## config.mk

```make
export PLATFORM = sky130hd
export DESIGN_NAME = rxeq_regs
export DESIGN_NICKNAME = d
export VERILOG_FILES = /design/src/shared/rxeq_pkg.sv /design/src/core/rxeq_regs.sv
export SDC_FILE = /design/constraint.sdc
export NUM_CORES = 1
export LEC_CHECK = 0
export BUFFER_PORTS_ARGS = -buffer_cell sky130_fd_sc_hd__buf_2
export CAP_MARGIN = 20
export CORE_MARGIN = 10
export CORE_UTILIZATION = 58
export CTS_BUF_LIST = sky130_fd_sc_hd__clkbuf_4 sky130_fd_sc_hd__clkbuf_8 sky130_fd_sc_hd__clkbuf_16
export DETAILED_ROUTE_END_ITERATION = 8
export PLACE_DENSITY = 0.8
export SETUP_SLACK_MARGIN = 0.5
export SYNTH_ARGS = -nofsm -noshare
export SYNTH_HDL_FRONTEND = slang
export SYNTH_SLANG_ARGS = --single-unit
```

## constraint.sdc

```tcl
create_clock -name clk_in -period 2.1 [get_ports clk_in]
set_input_delay 0.21 -clock clk_in [delete_from_list [all_inputs] [get_ports clk_in]]
set_output_delay 0.21 -clock clk_in [all_outputs]
set_load 0.01 [all_outputs]
```

## src/shared/rxeq_pkg.sv

```systemverilog
package rxeq_pkg;
	// Register offsets
	localparam logic [7:0] RXEQ_OFF_BYPASS   = 8'hD4;
	localparam logic [7:0] RXEQ_OFF_BOUNDS   = 8'hD5;
	localparam logic [7:0] RXEQ_OFF_RSVD_D6  = 8'hD6;
	localparam logic [7:0] RXEQ_OFF_RSVD_D7  = 8'hD7;
	localparam logic [7:0] RXEQ_OFF_IRQ_HIGH = 8'hD8;
	localparam logic [7:0] RXEQ_OFF_IRQ_LOW  = 8'hD9;
	// Values after reset
	localparam logic [7:0] RXEQ_RST_BYPASS   = 8'h60;
	localparam logic [7:0] RXEQ_RST_BOUNDS   = 8'hF2;
	localparam logic [7:0] RXEQ_RST_RSVD     = 8'h00;
	localparam logic [7:0] RXEQ_RST_IRQ      = 8'h00;
	// Field positions in eq_bypass_and_lock_ctrl
	localparam int RXEQ_UPPER_MSB = 7;
	localparam int RXEQ_UPPER_LSB = 5;
	localparam int RXEQ_LOCK_MODE = 4;
	localparam int RXEQ_LOWER_MSB = 3;
	localparam int RXEQ_LOWER_LSB = 1;
	localparam int RXEQ_DISABLE   = 0;
	// Field positions in eq_adapt_bounds
	localparam int RXEQ_CEIL_MSB  = 7;
	localparam int RXEQ_CEIL_LSB  = 4;
	localparam int RXEQ_FLOOR_MSB = 3;
	localparam int RXEQ_FLOOR_LSB = 0;
	// Writable bits of the high enable register
	localparam logic [7:0] RXEQ_HIGH_MASK = 8'h07;
	// Event vector: [9:7] from high enables [2:0], [6:0] from low enables [6:0]
	localparam int RXEQ_NUM_EVENTS = 10;
	localparam logic [9:0] RXEQ_CLR_STATUS_ONE = 10'h187;
	localparam logic [9:0] RXEQ_CLR_STATUS_TWO = 10'h270;
	localparam logic [9:0] RXEQ_CLR_CAMERA     = 10'h008;
endpackage : rxeq_pkg

```

## src/core/rxeq_regs.sv

```systemverilog
// How it works
// - Separate copy per port, picked by port select
// - Bypass: upper manual bits drive setting[5:3]
// - Bypass: lower manual bits drive setting[2:0]
// - Lock-qualify bit makes lock wait for adaptation when not bypassed
// - Adaptation steps and restarts never go past the four-bit ceiling; a lowered ceiling leaves a higher value in place
// - Floor-start begins adaptation at the lower of the floor and ceiling field values
// - High enable bit 2: encoding error interrupt
// - High enable bit 1: control sequence error
// - High enable bit 0: control frame CRC error
// - Low enable bit 6: line length change
// - Low enable bit 5: line count change
// - Low enable bit 4: receive buffer overflow
// - Low enable bit 3: camera receiver error
// - Low enable bit 2: link parity error
// - Low enable bit 1: port-valid change
// - Low enable bit 0: lock status change
// - Floor-start off means adaptation starts from zero
// - Status-one read clears its pending conditions
`timescale 1ns/1ns
`default_nettype none

module rxeq_regs
	import rxeq_pkg::*;
#(
	parameter int NUM_PORTS = 2,
	parameter int SEL_W     = 1
) (
	input  wire logic                                  clk_in,
	input  wire logic                                  reset_in,
	input  wire logic [SEL_W-1:0]                      port_sel_in,
	input  wire logic [7:0]                            reg_addr_in,
	input  wire logic [7:0]                            reg_wdata_in,
	input  wire logic                                  reg_wr_in,
	input  wire logic                                  reg_rd_in,
	output logic      [7:0]                            reg_rdata_out,
	input  wire logic [NUM_PORTS-1:0]                  eq_floor_start_enable_in,
	input  wire logic [NUM_PORTS-1:0]                  eq_restart_in,
	input  wire logic [NUM_PORTS-1:0]                  eq_step_in,
	input  wire logic [NUM_PORTS-1:0]                  eq_done_in,
	input  wire logic [NUM_PORTS-1:0]                  lock_raw_in,
	input  wire logic [NUM_PORTS-1:0][RXEQ_NUM_EVENTS-1:0] event_in,
	input  wire logic [NUM_PORTS-1:0]                  status_one_read_in,
	input  wire logic [NUM_PORTS-1:0]                  status_two_read_in,
	input  wire logic [NUM_PORTS-1:0]                  camera_status_read_in,
	output logic      [NUM_PORTS-1:0][5:0]             eq_setting_out,
	output logic      [NUM_PORTS-1:0]                  lock_out,
	output logic      [NUM_PORTS-1:0]                  irq_out
);

	////////////////////////////////////////////////////////////////////////////
	typedef struct packed {
		logic [NUM_PORTS-1:0][7:0]                 bypass;
		logic [NUM_PORTS-1:0][7:0]                 bounds;
		logic [NUM_PORTS-1:0][7:0]                 rsvd_d6;
		logic [NUM_PORTS-1:0][7:0]                 rsvd_d7;
		logic [NUM_PORTS-1:0][2:0]                 en_high;
		logic [NUM_PORTS-1:0][7:0]                 en_low;
		logic [NUM_PORTS-1:0][RXEQ_NUM_EVENTS-1:0] pending;
		logic [NUM_PORTS-1:0][5:0]                 adapt;
		logic [NUM_PORTS-1:0]                      adapt_done;
		logic [NUM_PORTS-1:0][5:0]                 setting;
		logic [NUM_PORTS-1:0]                      lock;
		logic [7:0]                                rdata;
	} rxeq_state_t;

	rxeq_state_t state_reg;
	rxeq_state_t state_next;

	logic [RXEQ_NUM_EVENTS-1:0] clear_mask;
	logic [5:0]                 ceiling;
	logic [5:0]                 start_val;

	////////////////////////////////////////////////////////////////////////////
	always_comb begin
		clear_mask = '0;
		ceiling = '0;
		start_val = '0;
		state_next = state_reg;
		// Register writes land in the selected port's copy only
		if (reg_wr_in) begin
			case (reg_addr_in)
				RXEQ_OFF_BYPASS:   state_next.bypass[port_sel_in] = reg_wdata_in;
				RXEQ_OFF_BOUNDS:   state_next.bounds[port_sel_in] = reg_wdata_in;
				RXEQ_OFF_RSVD_D6:  state_next.rsvd_d6[port_sel_in] = reg_wdata_in;
				RXEQ_OFF_RSVD_D7:  state_next.rsvd_d7[port_sel_in] = reg_wdata_in;
				RXEQ_OFF_IRQ_HIGH: state_next.en_high[port_sel_in] =
					reg_wdata_in[2:0];
				RXEQ_OFF_IRQ_LOW:  state_next.en_low[port_sel_in] = reg_wdata_in;
				default: ;
			endcase
		end
		// Read data captured from the selected copy
		if (reg_rd_in) begin
			case (reg_addr_in)
				RXEQ_OFF_BYPASS:   state_next.rdata = state_reg.bypass[port_sel_in];
				RXEQ_OFF_BOUNDS:   state_next.rdata = state_reg.bounds[port_sel_in];
				RXEQ_OFF_RSVD_D6:  state_next.rdata = state_reg.rsvd_d6[port_sel_in];
				RXEQ_OFF_RSVD_D7:  state_next.rdata = state_reg.rsvd_d7[port_sel_in];
				RXEQ_OFF_IRQ_HIGH: state_next.rdata =
					{5'h00, state_reg.en_high[port_sel_in]} & RXEQ_HIGH_MASK;
				RXEQ_OFF_IRQ_LOW:  state_next.rdata = state_reg.en_low[port_sel_in];
				default:           state_next.rdata = 8'h00;
			endcase
		end
		for (int p = 0; p < NUM_PORTS; p++) begin
			// Pending conditions: a new event wins over a clearing read
			clear_mask = '0;
			if (status_one_read_in[p])
				clear_mask = clear_mask | RXEQ_CLR_STATUS_ONE;
			if (status_two_read_in[p])
				clear_mask = clear_mask | RXEQ_CLR_STATUS_TWO;
			if (camera_status_read_in[p])
				clear_mask = clear_mask | RXEQ_CLR_CAMERA;
			state_next.pending[p] = (state_reg.pending[p] & ~clear_mask) | event_in[p];
			// Adaptation walk, bounded by the ceiling
			ceiling = {2'h0, state_reg.bounds[p][RXEQ_CEIL_MSB:RXEQ_CEIL_LSB]};
			start_val = eq_floor_start_enable_in[p] ?
				{2'h0, state_reg.bounds[p][RXEQ_FLOOR_MSB:RXEQ_FLOOR_LSB]} : 6'h00;
			if (start_val > ceiling)
				start_val = ceiling;
			if (eq_restart_in[p]) begin
				state_next.adapt[p] = start_val;
				state_next.adapt_done[p] = 1'b0;
			end else if (eq_done_in[p]) begin
				state_next.adapt_done[p] = 1'b1;
			end else if (eq_step_in[p] && !state_reg.adapt_done[p]) begin
				if (state_reg.adapt[p] < ceiling)
					state_next.adapt[p] = state_reg.adapt[p] + 6'h01;
				else
					state_next.adapt_done[p] = 1'b1;
			end
			// Applied setting: manual fields when bypassed
			if (state_reg.bypass[p][RXEQ_DISABLE])
				state_next.setting[p] = {
					state_reg.bypass[p][RXEQ_UPPER_MSB:RXEQ_UPPER_LSB],
					state_reg.bypass[p][RXEQ_LOWER_MSB:RXEQ_LOWER_LSB]};
			else
				state_next.setting[p] = state_reg.adapt[p];
			// Lock qualification
			state_next.lock[p] = lock_raw_in[p] &
				(~state_reg.bypass[p][RXEQ_LOCK_MODE] | state_reg.adapt_done[p]
				| state_reg.bypass[p][RXEQ_DISABLE]);
		end
	end

	////////////////////////////////////////////////////////////////////////////
	always_ff @(posedge clk_in) begin
		if (reset_in) begin
			for (int p = 0; p < NUM_PORTS; p++) begin
				state_reg.bypass[p]     <= RXEQ_RST_BYPASS;
				state_reg.bounds[p]     <= RXEQ_RST_BOUNDS;
				state_reg.rsvd_d6[p]    <= RXEQ_RST_RSVD;
				state_reg.rsvd_d7[p]    <= RXEQ_RST_RSVD;
				state_reg.en_high[p]    <= 3'h0;
				state_reg.en_low[p]     <= RXEQ_RST_IRQ;
				state_reg.pending[p]    <= '0;
				state_reg.adapt[p]      <= 6'h00;
				state_reg.adapt_done[p] <= 1'b0;
				state_reg.setting[p]    <= 6'h00;
				state_reg.lock[p]       <= 1'b0;
			end
			state_reg.rdata <= 8'h00;
		end else begin
			state_reg <= state_next;
		end
	end

	////////////////////////////////////////////////////////////////////////////
	assign reg_rdata_out = state_reg.rdata;

	for (genvar g = 0; g < NUM_PORTS; g++) begin : g_port
		assign eq_setting_out[g] = state_reg.setting[g];
		assign lock_out[g] = state_reg.lock[g];
		// Enabled pending conditions OR into the port request
		// High enables gate events 9:7, low enables gate events 6:0
		assign irq_out[g] = |(state_reg.pending[g] &
			{state_reg.en_high[g], state_reg.en_low[g][6:0]});
	end

endmodule : rxeq_regs

`default_nettype wire

```

# ---- Word-level counts from Yosys, hierarchy flattened
# Cells that the tools add are included.
dict set report word_totals {
  reg_bits 142
  input_bits 57
  out_inout_bits 24
  elab_cells 130
}
dict set report op_classes {
  addsub 2
  n_lt_le_gt_ge 6
  n_eq_ne 10
  n_mux 49
  bitwise 16
  reduce_logical 25
}
# cell n
set op_table {}
lappend op_table {{8-bit 2-to-1 mux} 11}
lappend op_table {{16-bit bitwise mux} 5}
lappend op_table {{6-bit 2-to-1 mux} 10}
lappend op_table {{8-bit == test, second input constant} 6}
lappend op_table {{8-bit one-hot mux with 6 select lines} 1}
lappend op_table {{10-bit AND} 4}
lappend op_table {{4-bit 2-to-1 mux} 6}
lappend op_table {{10-bit 2-to-1 mux} 2}
lappend op_table {{10-bit NOT} 2}
lappend op_table {{10-bit OR} 2}
lappend op_table {{10-bit OR reduction} 2}
lappend op_table {{9-bit 2-to-1 mux} 2}
lappend op_table {{2-bit AND reduction} 8}
lappend op_table {{6-bit by 1-bit adder with 6-bit output, second input constant} 2}
lappend op_table {{6-bit by 4-bit less-than comparator with 1-bit output} 2}
lappend op_table {{2-bit nonzero test} 6}
lappend op_table {{3-bit 2-to-1 mux} 3}
lappend op_table {{8-bit demux with 1-bit select} 1}
lappend op_table {{4-bit > comparator} 2}
lappend op_table {{2-bit inequality test, second input constant} 4}
lappend op_table {{6-bit bitwise mux} 1}
lappend op_table {{1-bit 2-to-1 mux} 6}
lappend op_table {{3-bit AND reduction} 2}
lappend op_table {{1-bit OR} 4}
lappend op_table {{other kinds (8)} 14}

# ---- Depth between registers and ports, before layout
# Gate-level depths: netlist of run 1.
dict set report logic_depth {
  word_depth 6
  mapped_depth 8
  depth_no_buf 7
}

# ---- Worst setup path before layout of run 1
# No wires, ideal clock.
dict set report synth_path {
  path_kind {reg-to-reg}
  from {reg state_reg[117] (netlist bit)}
  to {reg state_reg[26] (netlist bit)}
  setup_ps 122
  arrival_time_ps 1744
  t_required_ps 1978
  slack_ps 234
  path_stages_with_launch 7
  n_path_buf 0
  period_less_slack_ps 1866
  path_cell_list {dfxtp_1 inv_1 ha_1 a2111o_1 nor4b_1 xor2_1 o32a_1}
}
dict set report synth_via {
  elab_chain_len 3
  elab_cells_between_ends 6
  classes_between {order compare: 2; mux: 2; reduce/logical: 2}
}
# element line_no
set synth_rtl {}
lappend synth_rtl {{from (decl)} rxeq_regs.sv:67} ;# rxeq_state_t state_reg;
lappend synth_rtl {{from (signal assigned)} rxeq_regs.sv:165} ;# state_reg <= state_next;
lappend synth_rtl {{6-bit by 4-bit less-than comparator with 1-bit output or 4-bit > comparator (tied branches)} {rxeq_regs.sv:128, rxeq_regs.sv:120}}
lappend synth_rtl {{2-bit nonzero test (no source line) or 4-bit 2-to-1 mux (tied branches)} -}
lappend synth_rtl {{3-bit AND reduction (no source line) or 6-bit 2-to-1 mux (tied branches)} -}
# Several ways; a longest one is shown, not always the timed one.
# A chain may end at the register's enable or synchronous reset.

# ---- Final worst setup path of run 1
dict set report layout_path {
  from {reg state_reg[119] (netlist bit)}
  to {reg state_reg[32] (netlist bit)}
}
dict set report layout_via {
  elab_chain_len 4
}
# element line_no
set layout_rtl {}
lappend layout_rtl {{4-bit 2-to-1 mux} rxeq_regs.sv:118} ;# start_val = eq_floor_start_enable_in[p] ?
lappend layout_rtl {{4-bit > comparator} rxeq_regs.sv:120} ;# if (start_val > ceiling)
lappend layout_rtl {{4-bit 2-to-1 mux} rxeq_regs.sv:120}
lappend layout_rtl {{6-bit 2-to-1 mux} rxeq_regs.sv:122} ;# if (eq_restart_in[p]) begin
# No other way between the ends.

==> results by group, run 1 <==
Run status
  – Outcome: finished, final reports clean

Drt
  – Detailed Routing Iterations Pass 1: 5
  – Total length of routed met3 wires: 1540 um
  – Post-DRT Antenna Nets: 0
  – Vias per Instance: 6.01
  – Met1 WL: 7460 um
  – Post-detailed-route DRC marker count: 0
  – Initial DRC Count: ~460
  – Top routing layer used: met4
  – Detail-routed net length per standard cell: 19.8 um
  – Total length of routed wires: 18300 um
  – Routed vias: between 5000 and 6000
  – Met2 WL: 8700 um

Worst setup path
  – Setup slack on the worst flop-to-flop path: 0.17 ns
  – Max Fanout on Critical Path: 7
  – Number of cells traversed by the worst register-to-register path: 7
  – Worst Setup Start Kind: flop
  – Startpoint of the worst-slack reg-to-reg timing path: state_reg[119]
  – Type of the worst setup path: flop to flop
  – Data arrival time at the worst-slack endpoint: 2.23 ns
  – Reg2reg end: state_reg[32]
  – Required time worst endpoint: 2.40 ns
  – Critical path origin: state_reg[119]
  – Capturing element type of the critical path: flop

Synth
  – Synthesized-area fraction occupied by ao, oa, aoi and oai cells: between 10% and 20%
  – Top cells by area, synth: sky130_fd_sc_hd__dfxtp_1 (43%), sky130_fd_sc_hd__mux2i_1 (13%), sky130_fd_sc_hd__nor2_1 (6.7%), sky130_fd_sc_hd__mux4_2 (4.1%), sky130_fd_sc_hd__a21oi_1 (3.8%)
  – Synth cell types: 53
  – Register bit total from synthesis: 142
  – Async set-or-reset flop fraction in the synthesized netlist: 0%
  – Cell with the most instances after synthesis: sky130_fd_sc_hd__dfxtp_1
  – Area of the mapped netlist: 0.00666 sq mm
  – Largest area contributor in the netlist: sky130_fd_sc_hd__dfxtp_1
  – Syn Inst Count: 703
  – Area share of fa/ha/maj cells after synthesis: 3.01%
  – Post-Synth Simple-Gate Area: 19.0%
  – Share of cell area taken by muxes after synthesis: 17.3%
  – Sequential share of the synthesized area: 42.7%
  – Post-synth EDFFs: 0
  – Most instantiated flip-flop cell in the synthesis netlist: sky130_fd_sc_hd__dfxtp_1
  – Dominant combinational cell family by area after synthesis: simple AND/OR/NAND/NOR gates
  – Syn nets: 776
  – Post-synthesis xor/xnor area fraction: 0.789%
  – Mean instance size in the synthesized netlist: approximately 9.5 sq um
  – Total of warnings raised by yosys: 0
  – List of most frequent post-synthesis cells: sky130_fd_sc_hd__dfxtp_1 (142), sky130_fd_sc_hd__nor2_1 (118), sky130_fd_sc_hd__mux2i_1 (86)
  – Synth top area share: 42.7%

Timing
  – Highest clock rate: 519 MHz
  – Post-Route Setup TNS: 0 ns
  – Rel. slew slack: between 60% and 70%
  – Final worst path period share: 91.7%
  – Measured slew at the worst slew-check pin: 0.555 ns
  – Min cycle time layout: 1.93 ns
  – Clock skew after layout: about 0.011 ns
  – Worst hold margin: between 0.008 and 0.009 ns
  – RSZ-0062 raised after global routing: yes
  – Max Slew Vio Count: 0
  – Count of final setup violators: 0
  – Hold Violations, Final: 0

Place
  – Routability cong.: 0.861
  – Number of buffers added on ports: 80
  – HPWL Detailed: 12700 um

Flow run
  – Max-cap violation count: 0

Hold path
  – Class of the worst hold path: input port to flop
  – WHS Path Cells: 3
  – Launch instance of the worst min-delay path: event_in[19]
  – End point of the most critical hold path: state_reg[55]

Power and ir drop
  – Power Dens Cells: 755 mW/mm^2
  – Worst vdd ir: 0.000544 V
  – Leakage power of the design: between 3 and 4 nW
  – Total design power: 6.02 mW

Cells and area
  – Area growth from synthesis to layout: 19.6%
  – Fraction of layout cells with a size suffix above 1: 28.0%
  – Flip-flop count of the largest register, all copies and words added: between 100 and 150
  – Fill cell instance count of the final layout: 786
  – ANT cells: 0
  – Final layout net count: 843

Floorplan
  – Die Outline Area: 0.0162 sq mm
  – Horiz. Die Dim: about 130 um
  – Starting Density: 58.8%
  – CORE AREA: around 0.011 sq mm
  – Floorplan row count: 39
  – Floorplan die height: 127 um
  – Io pins: between 80 and 90

Clocking
  – TritonCTS buffer count: 17
  – Worst-Skew Late Latency: between 0.4 and 0.5 ns
  – Worst-path clk slew: 0.06 ns
  – CTS tree: yes
  – Clock buffer depth: 2
  – Root buffer selected by CTS: sky130_fd_sc_hd__clkbuf_16
  – Deepest level of the CTS H-tree: 4
  – Total clock sinks: 142

Global route
  – Global-route wire length before repair: 29300 um
  – Global Route Usage Sum: 22.5%
  – Vias in the first global route: 5751
  – Number of antenna violations at the first check in global routing: 0
  – GRT overflow: 0
  – Largest net degree at the start of global routing: 42
[report_power, final]
part | switching (mW) | internal, mW
sequential | 0.0375 | 2.74
clock | 1.16 | 1.67
combinational | 0.240 | 0.161
total | 1.44 | 4.58
[layout by cell type, fill, tap and decap left out, types with 3 or more instances in the layout]
cell	synthesis	routed
sky130_fd_sc_hd__a211o_1	12	12
sky130_fd_sc_hd__mux2i_1	86	85
sky130_fd_sc_hd__o221ai_1	5	5
sky130_fd_sc_hd__ha_1	16	11
sky130_fd_sc_hd__nor2_1	118	116
sky130_fd_sc_hd__nor3_2	5	5
sky130_fd_sc_hd__and2_1	10	8
sky130_fd_sc_hd__clkbuf_16	0	17
sky130_fd_sc_hd__inv_2	0	4
sky130_fd_sc_hd__nand2b_1	6	6
sky130_fd_sc_hd__clkinvlp_4	0	3
sky130_fd_sc_hd__nor3_4	2	4
sky130_fd_sc_hd__xor2_1	6	6
sky130_fd_sc_hd__nor2_2	1	3
sky130_fd_sc_hd__a21oi_1	51	49
sky130_fd_sc_hd__nor3b_2	0	5
sky130_fd_sc_hd__buf_2	6	79
sky130_fd_sc_hd__nor3b_1	16	11
sky130_fd_sc_hd__or3_1	3	3
sky130_fd_sc_hd__o32a_1	6	6
sky130_fd_sc_hd__clkinv_2	0	3
sky130_fd_sc_hd__nand3_1	6	5
sky130_fd_sc_hd__dlygate4sd3_1	0	8
sky130_fd_sc_hd__nand2_1	50	50
sky130_fd_sc_hd__inv_6	0	4
sky130_fd_sc_hd__a22oi_1	8	8
sky130_fd_sc_hd__o221a_2	5	5
sky130_fd_sc_hd__dfxtp_1	142	126
sky130_fd_sc_hd__inv_1	12	6
sky130_fd_sc_hd__nor2b_1	9	8
sky130_fd_sc_hd__nand3b_1	3	3
sky130_fd_sc_hd__ha_4	0	5
sky130_fd_sc_hd__o211ai_1	5	5
sky130_fd_sc_hd__buf_4	26	24
sky130_fd_sc_hd__mux4_2	12	12
sky130_fd_sc_hd__dfxtp_2	0	16
sky130_fd_sc_hd__or2_2	3	3
[cells by family (layout without fill, tap and decap cells)]
group,Yosys count,count (layout)
buffers and inverters,76,155
and+or+nand+nor,253,253
muxes,100,100
DFF,142,142
adders and majority gates,16,16
xor gates and xnor gates,6,6
AOI/OAI and AO/OA,110,110
[timing repair]
item | 4_1_cts | 5_1_grt
setup endpoints to repair | 12 | 18
setup buffers | 6 | 4
pin swaps | 24 | 15
cloned | 0 | 0
gates resized for setup | 24 | 14
endpoints found under the hold margin | 8 | 0
hold buffers | 8 | 0
[metrics by stage]
step | setup WS [ns] | utilization, % | instances | cell area [sq um]
2_1_floorplan | 0.407 | - | 703 | 6750
3_3_place_gp | 0.274 | 62.8 | 876 | 7100
3_5_place_dp | 0.191 | 62.8 | 876 | 7100
4_1_cts | 0.282 | 69.5 | 921 | 7870
5_1_grt | 0.137 | 70.4 | 925 | 7970
6_report | 0.175 | 70.4 | 925 | 7970
[worst max-delay path, stage by stage (launching register included)]
cell and delay, ns:
sky130_fd_sc_hd__dfxtp_2 0.32, sky130_fd_sc_hd__and2_4 0.15, sky130_fd_sc_hd__ha_4 0.24, sky130_fd_sc_hd__nor2b_4 0.13
sky130_fd_sc_hd__o211ai_1 0.33, sky130_fd_sc_hd__a21oi_4 0.14, sky130_fd_sc_hd__nor3b_1 0.17, sky130_fd_sc_hd__o32a_1 0.33
[worst max-delay path by stage]
stage / depth (start not counted) / to / slack, ns
finish: 7 / state_reg[32] / 0.17
detailed placement: 6 / state_reg[70] / 0.19
global route: 7 / state_reg[32] / 0.14
floorplan: 6 / state_reg[32] / 0.41
global placement: 6 / state_reg[67] / 0.27
CTS: 7 / state_reg[24] / 0.28
[cell type report]
type                            instances  area [sq um]  share of cell area (%)
Timing Repair Buffer                  112           676                    8.48
Inverter                               12          50.0                   0.628
Tap cell                              143           179                    2.25
Sequential cell                       142          2860                    35.9
Multi-Input combinational cell        485          3640                    45.7
Clock inverter                         12           111                    1.40
Clock buffer                           19           447                    5.61
[per-layer routing]
| metal | vias to the layer above | global-route usage [%] |
|---|---|---|
| met3 | 61 | 7.24 |
| met1 | 2628 | 26.4 |
| met5 | - | 0 |
| met2 | 270 | 36.6 |
| met4 | 0 | 10.6 |
| li1 | 2599 | - |
No activity file was read; power rests on OpenSTA's default activity.
==> inputs of run 2 (changes only) <==
Settings changed: CORE_UTILIZATION 58 to 40, PLACE_DENSITY 0.8 to not set.
==> results by group, run 2 (synthesis results as in run 1) <==
Run status
  – Outcome: finished, final reports clean

Global route
  – Number of antenna violations at the first check in global routing: 0 (unchanged)
  – Vias in the first global route: 5520 (-4.0%)
  – GRT overflow: 0 (unchanged)
  – Largest net degree at the start of global routing: 112 (+170%)
  – Global-route wire length before repair: 29900 um (+2.0%)
  – Global Route Usage Sum: 17.0% (-5.4 points)

Drt
  – Detail-routed net length per standard cell: 18.5 um (-6.6%)
  – Detailed Routing Iterations Pass 1: 4 (-1)
  – Routed vias: 5417 (-2.5%)
  – Post-detailed-route DRC marker count: 0 (unchanged)
  – Post-DRT Antenna Nets: 0 (unchanged)
  – Initial DRC Count: 280 (-40%)
  – Total length of routed wires: 18700 um (+2.1%)
  – Vias per Instance: 5.36 (-11%)

Place
  – Routability cong.: 0.860 (-0.10%)
  – Number of buffers added on ports: 80 (unchanged)
  – HPWL Detailed: 13400 um (+5.2%)

Floorplan
  – Die Outline Area: 0.0222 sq mm (+37%)
  – Horiz. Die Dim: 149 um (+17%)
  – Starting Density: 40.4% (-18 points)
  – Io pins: 81 (unchanged)
  – Floorplan die height: 149 um (+17%)
  – CORE AREA: 0.0165 sq mm (+45%)
  – Floorplan row count: 47 (+21%)

Power and ir drop
  – Total design power: 6.17 mW (+2.6%)
  – Leakage power of the design: 3.23 nW (+1.6%)
  – Worst vdd ir: 0.000566 V (+4.0%)
  – Power Dens Cells: 753 mW/mm^2 (-0.22%)

Hold path
  – Launch instance of the worst min-delay path: event_in[0]
  – WHS Path Cells: 3 (unchanged)
  – Class of the worst hold path: input port to flop
  – End point of the most critical hold path: state_reg[36]

Timing
  – Count of final setup violators: 0 (unchanged)
  – RSZ-0062 raised after global routing: yes
  – Hold Violations, Final: 0 (unchanged)
  – Clock skew after layout: 0.00788 ns (-0.00324 ns)
  – Max Slew Vio Count: 0 (unchanged)
  – Highest clock rate: 545 MHz (+5.0%)
  – Rel. slew slack: 62.0% (-0.81 points)
  – Final worst path period share: 87.3% (-4.4 points)
  – Min cycle time layout: 1.83 ns (-0.0915 ns)
  – Post-Route Setup TNS: 0 ns (unchanged)
  – Measured slew at the worst slew-check pin: 0.569 ns (+0.0136 ns)

Worst setup path
  – Cell with the largest stage delay on the worst path: sky130_fd_sc_hd__dfxtp_2
  – Type of the worst setup path: flop to flop
  – Number of cells traversed by the worst register-to-register path: 7 (unchanged)
  – Data arrival time at the worst-slack endpoint: 2.14 ns (-0.09 ns)
  – Longest individual stage delay on the worst path: 0.33 ns (about the same)
  – Max Fanout on Critical Path: 7 (unchanged)
  – Reg2reg end: state_reg[26]
  – Worst Setup Start Kind: flop
  – Required time worst endpoint: 2.40 ns (about the same)
  – Setup slack on the worst flop-to-flop path: 0.27 ns (+0.09 ns)
  – Startpoint of the worst-slack reg-to-reg timing path: state_reg[111]
  – List of cells traversed by the critical path: and2_4, ha_4, nor2b_4, o211ai_1, a21oi_4, nor3b_1, o32a_1
  – Capturing element type of the critical path: flop

Cells and area
  – Multi-input combinational cell area: 0.00365 sq mm (+0.27%)
  – Leading cell type in the layout, fill and taps excluded: sky130_fd_sc_hd__dfxtp_1
  – Area growth from synthesis to layout: 23.0%
  – Fraction of layout cells with a size suffix above 1: 28.1% (+0.096 points)
  – Most frequent cells in the layout: sky130_fd_sc_hd__dfxtp_1 (126), sky130_fd_sc_hd__nor2_1 (116), sky130_fd_sc_hd__mux2i_1 (86)
  – Register Area: 0.00286 sq mm (unchanged)
  – Final layout net count: 850 (+0.83%)
  – Flip-flop count of the largest register, all copies and words added: 116 (unchanged)
  – Fill cell instance count of the final layout: 1556 (+98%)

Clocking
  – Worst-path clk slew: 0.06 ns (about the same)
  – Total clock sinks: 142 (unchanged)
  – Root buffer selected by CTS: sky130_fd_sc_hd__clkbuf_16
  – Clock buffer depth: 2 (unchanged)
  – CTS tree: yes
  – Deepest level of the CTS H-tree: 4 (unchanged)
  – Worst-Skew Late Latency: 0.42 ns (about the same)
  – TritonCTS buffer count: 17 (unchanged)

Flow run
  – Max-cap violation count: 0 (unchanged)
-- run 2: worst max-delay path by stage --
stage / startpoint / cells after the start / to / slack (ns)
6_report: state_reg[111] / 7 / state_reg[26] / 0.27
5_1_grt: state_reg[111] / 7 / state_reg[26] / 0.20
4_1_cts: state_reg[121] / 6 / state_reg[33] / 0.27
3_5_place_dp: eq_floor_start_enable_in[1] / 8 / state_reg[32] / 0.18
3_3_place_gp: eq_floor_start_enable_in[0] / 7 / state_reg[27] / 0.29
2_1_floorplan: ceiling[3] / 6 / state_reg[32] / 0.41
-- run 2: cell type report --
type / count / share of cell area (%)
timing repair buffer: 119 / 9.32
clock inverter: 13 / 1.70
sequential: 142 / 35.0
antenna: 1 / 0.0306
clock buffer: 19 / 5.45
tap: 220 / 3.36
multi-input combinational: 485 / 44.6
inverter: 12 / 0.611
-- run 2: timing repair --
item | CTS | global route
pin swaps | 26 | 18
setup buffers | 5 | 2
endpoints found under the setup margin | 12 | 14
endpoints found under the hold margin | 17 | 0
gates resized for setup | 27 | 14
hold buffers | 17 | 0
-- run 2: critical path, delay by kind of cell (launching register included) --
kind | cells | cell delay (ns)
AOI/OAI and AO/OA | 3 | 0.74
adders and majority gates | 1 | 0.23
DFF | 1 | 0.33
and+or+nand+nor | 3 | 0.41
-- run 2: metal layers --
| metal | part of all wire, % | wire [um] | vias up | GRT usage [%] |
|---|---|---|---|---|
| li1 | - | - | 2610 | - |
| met1 | 46 | 8680 | 2630 | 22.4 |
| met2 | 46 | 8660 | 150 | 26.2 |
| met3 | 5.4 | 1020 | 27 | 4.61 |
| met4 | 2.0 | 369 | 0 | 6.18 |
| met5 | 0 | 0 | - | 0 |
-- run 2: report_power, final --
group          total, mW  switching [mW]  leakage, nW  internal, mW
clock               2.98            1.19        0.275          1.79
sequential          2.78          0.0369         1.15          2.74
combinational      0.409           0.239         1.80         0.170
total               6.17            1.46         3.23          4.71
-- run 2: per-stage QoR --
step           worst slack, ns  cells  hold slack [ns]  util [%]  area, sq um
3_3_place_gp             0.294    954            0.413      43.9         7220
4_1_cts                  0.269   1008         0.000600      49.3         8120
5_1_grt                  0.204   1010           0.0231      49.7         8190
6_report                 0.266   1011          0.00887      49.7         8190
3_5_place_dp             0.183    954            0.423      43.9         7220
2_1_floorplan            0.407    703            0.327         -         6750
==> inputs of run 3 (changes only) <==
Settings changed: CORE_ASPECT_RATIO set to 1.75.
==> results by group, run 3 (synthesis results as in run 1) <==
Worst setup path
  – Worst Setup Start Kind: flop
  – Max Fanout on Critical Path: 5 (-2)
  – Startpoint of the worst-slack reg-to-reg timing path: state_reg[25]
  – Count of buffering cells on the critical path with inverters included: 0 (unchanged)
  – Number of cells traversed by the worst register-to-register path: 6 (-1)
  – Longest individual stage delay on the worst path: 0.45 ns (+0.12 ns)
  – Data arrival time at the worst-slack endpoint: 2.21 ns (+0.07 ns)
  – Cell class contributing the biggest share of worst-path delay: compound AO/OA/AOI/OAI gates
  – Cell with the largest stage delay on the worst path: sky130_fd_sc_hd__dfxtp_1
  – Type of the worst setup path: flop to flop
  – Capturing element type of the critical path: flop
  – Required time worst endpoint: 2.46 ns (+0.06 ns)
  – Setup slack on the worst flop-to-flop path: 0.25 ns (about the same)
  – List of cells traversed by the critical path: ha_1, o211ai_1, nor2_4, nor4b_4, xor2_1, o32a_1
  – Reg2reg end: state_reg[26]

Global route
  – GRT overflow: 0 (unchanged)
  – Number of antenna violations at the first check in global routing: 0 (unchanged)
  – Largest net degree at the start of global routing: 58 (-48%)
  – Global-route wire length before repair: 30600 um (+2.4%)
  – Vias in the first global route: 5702 (+3.3%)
  – Global Route Usage Sum: 17.2% (+0.13 points)

Power and ir drop
  – Net switching power of the design: 1.47 mW (+0.10%)
  – Sequential Power Share: 43.5% (-1.6 points)
  – Power Dens Cells: 770 mW/mm^2 (+2.2%)
  – Clock power frac: 50.0% (+1.7 points)
  – Internal power: 4.91 mW (+4.3%)
  – Leakage power of the design: 3.26 nW (+0.91%)
  – Logic gate share of total power: 6.5% (about the same)
  – Switching Fraction: 23.0% (-0.74 points)
  – Worst vdd ir: 0.000502 V (-11%)

Timing
  – Clock skew after layout: 0.0108 ns (+0.00292 ns)
  – Measured slew at the worst slew-check pin: 0.643 ns (+0.0738 ns)
  – Min cycle time layout: 1.85 ns (+0.0147 ns)
  – Hold Violations, Final: 0 (unchanged)
  – Post-Route Setup TNS: 0 ns (unchanged)
  – Rel. slew slack: 57.2% (-4.8 points)
  – Count of final setup violators: 0 (unchanged)
  – Final worst path period share: 88.0% (+0.70 points)
  – Highest clock rate: 541 MHz (-0.80%)
  – RSZ-0062 raised after global routing: yes
  – Max Slew Vio Count: 0 (unchanged)

Hold path
  – Class of the worst hold path: input port to flop
  – Launch instance of the worst min-delay path: event_in[8]
  – WHS Path Cells: 3 (unchanged)
  – End point of the most critical hold path: state_reg[44]

Cells and area
  – Leading cell type in the layout, fill and taps excluded: sky130_fd_sc_hd__dfxtp_1
  – Multi-input combinational cell area: 0.00368 sq mm (+0.79%)
  – Finished Layout Cells: 1017 (+0.59%)
  – Utilization of the core after routing: 50.6% (+0.82 points)
  – Register Area: 0.00288 sq mm (+0.48%)
  – Area growth from synthesis to layout: 24.3%
  – Fill cell instance count of the final layout: 1546 (-0.64%)
  – Flip-flop count of the largest register, all copies and words added: 116 (unchanged)
  – Most frequent cells in the layout: sky130_fd_sc_hd__dfxtp_1 (125), sky130_fd_sc_hd__nor2_1 (116), sky130_fd_sc_hd__mux2i_1 (85)
  – Fraction of layout cells with a size suffix above 1: 29.8% (+1.7 points)
  – Final layout net count: 854 (+0.47%)
  – ANT cells: 0 (-1)

Drt
  – Post-DRT Antenna Nets: 0 (unchanged)
  – Vias per Instance: 5.33 (-0.61%)
  – Detailed Routing Iterations Pass 1: 4 (unchanged)
  – Detail-routed net length per standard cell: 19.2 um (+3.5%)
  – Total length of routed wires: 19500 um (+4.1%)
  – Routed vias: 5416 (-0.018%)
  – Post-detailed-route DRC marker count: 0 (unchanged)
  – Initial DRC Count: 283 (+1.1%)

Clocking
  – CTS tree: yes
  – Clock buffer depth: 2 (unchanged)
  – Worst-Skew Late Latency: 0.42 ns (about the same)
  – Deepest level of the CTS H-tree: 4 (unchanged)
  – TritonCTS buffer count: 17 (unchanged)
  – Worst-path clk slew: 0.06 ns (about the same)
  – Total clock sinks: 142 (unchanged)
  – Root buffer selected by CTS: sky130_fd_sc_hd__clkbuf_16

Floorplan
  – Floorplan row count: 62 (+32%)
  – Die Outline Area: 0.0224 sq mm (+0.92%)
  – Horiz. Die Dim: 118 um (-21%)
  – CORE AREA: 0.0164 sq mm (-0.59%)
  – Floorplan die height: 191 um (+28%)
  – Starting Density: 40.7% (+0.24 points)
  – Io pins: 81 (unchanged)

Place
  – Routability cong.: 0.890 (+3.4%)
  – Instance count after placement with tap cells included: 963 (+0.94%)
  – Number of buffers added on ports: 80 (unchanged)
  – HPWL Detailed: 14100 um (+5.9%)

Flow run
  – Max-cap violation count: 0 (unchanged)

Run status
  – Outcome: finished, final reports clean
[run 3: cell count changes in the layout (fill, tap and decap cells not counted), moves of 3 or more]
| cell | previous run | this run |
|---|---|---|
| sky130_fd_sc_hd__clkinvlp_4 | 5 | 2 |
| sky130_fd_sc_hd__dfxtp_2 | 16 | 12 |
| sky130_fd_sc_hd__dlygate4sd3_1 | 17 | 9 |
| sky130_fd_sc_hd__buf_4 | 21 | 34 |
| sky130_fd_sc_hd__inv_2 | 4 | 1 |
| sky130_fd_sc_hd__dfxtp_4 | 0 | 5 |
| sky130_fd_sc_hd__ha_1 | 11 | 8 |
[run 3: worst max path at each step]
stage	from	cells past startpoint	slack, ns	endpoint
detailed placement	state_reg[113]	6	0.21	state_reg[27]
CTS	state_reg[111]	7	0.25	state_reg[27]
floorplan	ceiling[3]	6	0.41	state_reg[32]
global placement	port_sel_in	8	0.25	reg_rdata_out[5]
global route	ceiling[2]	6	0.19	state_reg[32]
finish	state_reg[25]	6	0.25	state_reg[26]
[run 3: worst min-delay path: stages]
cell and delay [ns]:
sky130_fd_sc_hd__buf_2 0.08, sky130_fd_sc_hd__a21oi_1 0.03, sky130_fd_sc_hd__nor2_1 0.07
[run 3: routing by layer]
metal  part of all wire [%]  track usage [%]
met3                    4.6             4.03
met4                    5.8             11.3
met5                      0                0
met2                     53             31.5
met1                     36             16.9
[run 3: final cells by class]
cell class | count | area share, %
multi-input combinational | 485 | 44.5
sequential | 142 | 34.8
timing repair buffer | 123 | 9.19
clock buffer | 18 | 5.23
tap | 224 | 3.39
clock inverter | 13 | 2.28
inverter | 12 | 0.695
[run 3: stage by stage]
stage,area [sq um],total power [mW],hold WS [ns],worst slack (ns)
floorplan,6750,3.08,0.327,0.407
global placement,7250,3.21,0.415,0.253
detailed placement,7250,3.22,0.424,0.208
CTS,8160,6.40,0.00123,0.250
global route,8280,6.57,0.00213,0.190
finish,8280,6.38,0.00138,0.252
[run 3: what timing repair did]
| action | 4_1_cts | 5_1_grt |
|---|---|---|
| resized for setup | 33 | 19 |
| endpoints found under the setup margin | 12 | 16 |
| pin swaps | 15 | 13 |
| setup buffers | 9 | 5 |
| gates cloned | 0 | 0 |
| hold buffers | 9 | 0 |
| hold endpoints to repair | 9 | 0 |
[run 3: power by group through the flow]
stage                     clock, mW  sequential, mW  combinational (mW)
after floorplan                   0            2.83               0.249
after global placement            0            2.84               0.375
after detailed placement          0            2.84               0.385
after CTS                      3.21            2.78               0.410
after global routing           3.34            2.78               0.451
final                          3.19            2.77               0.414
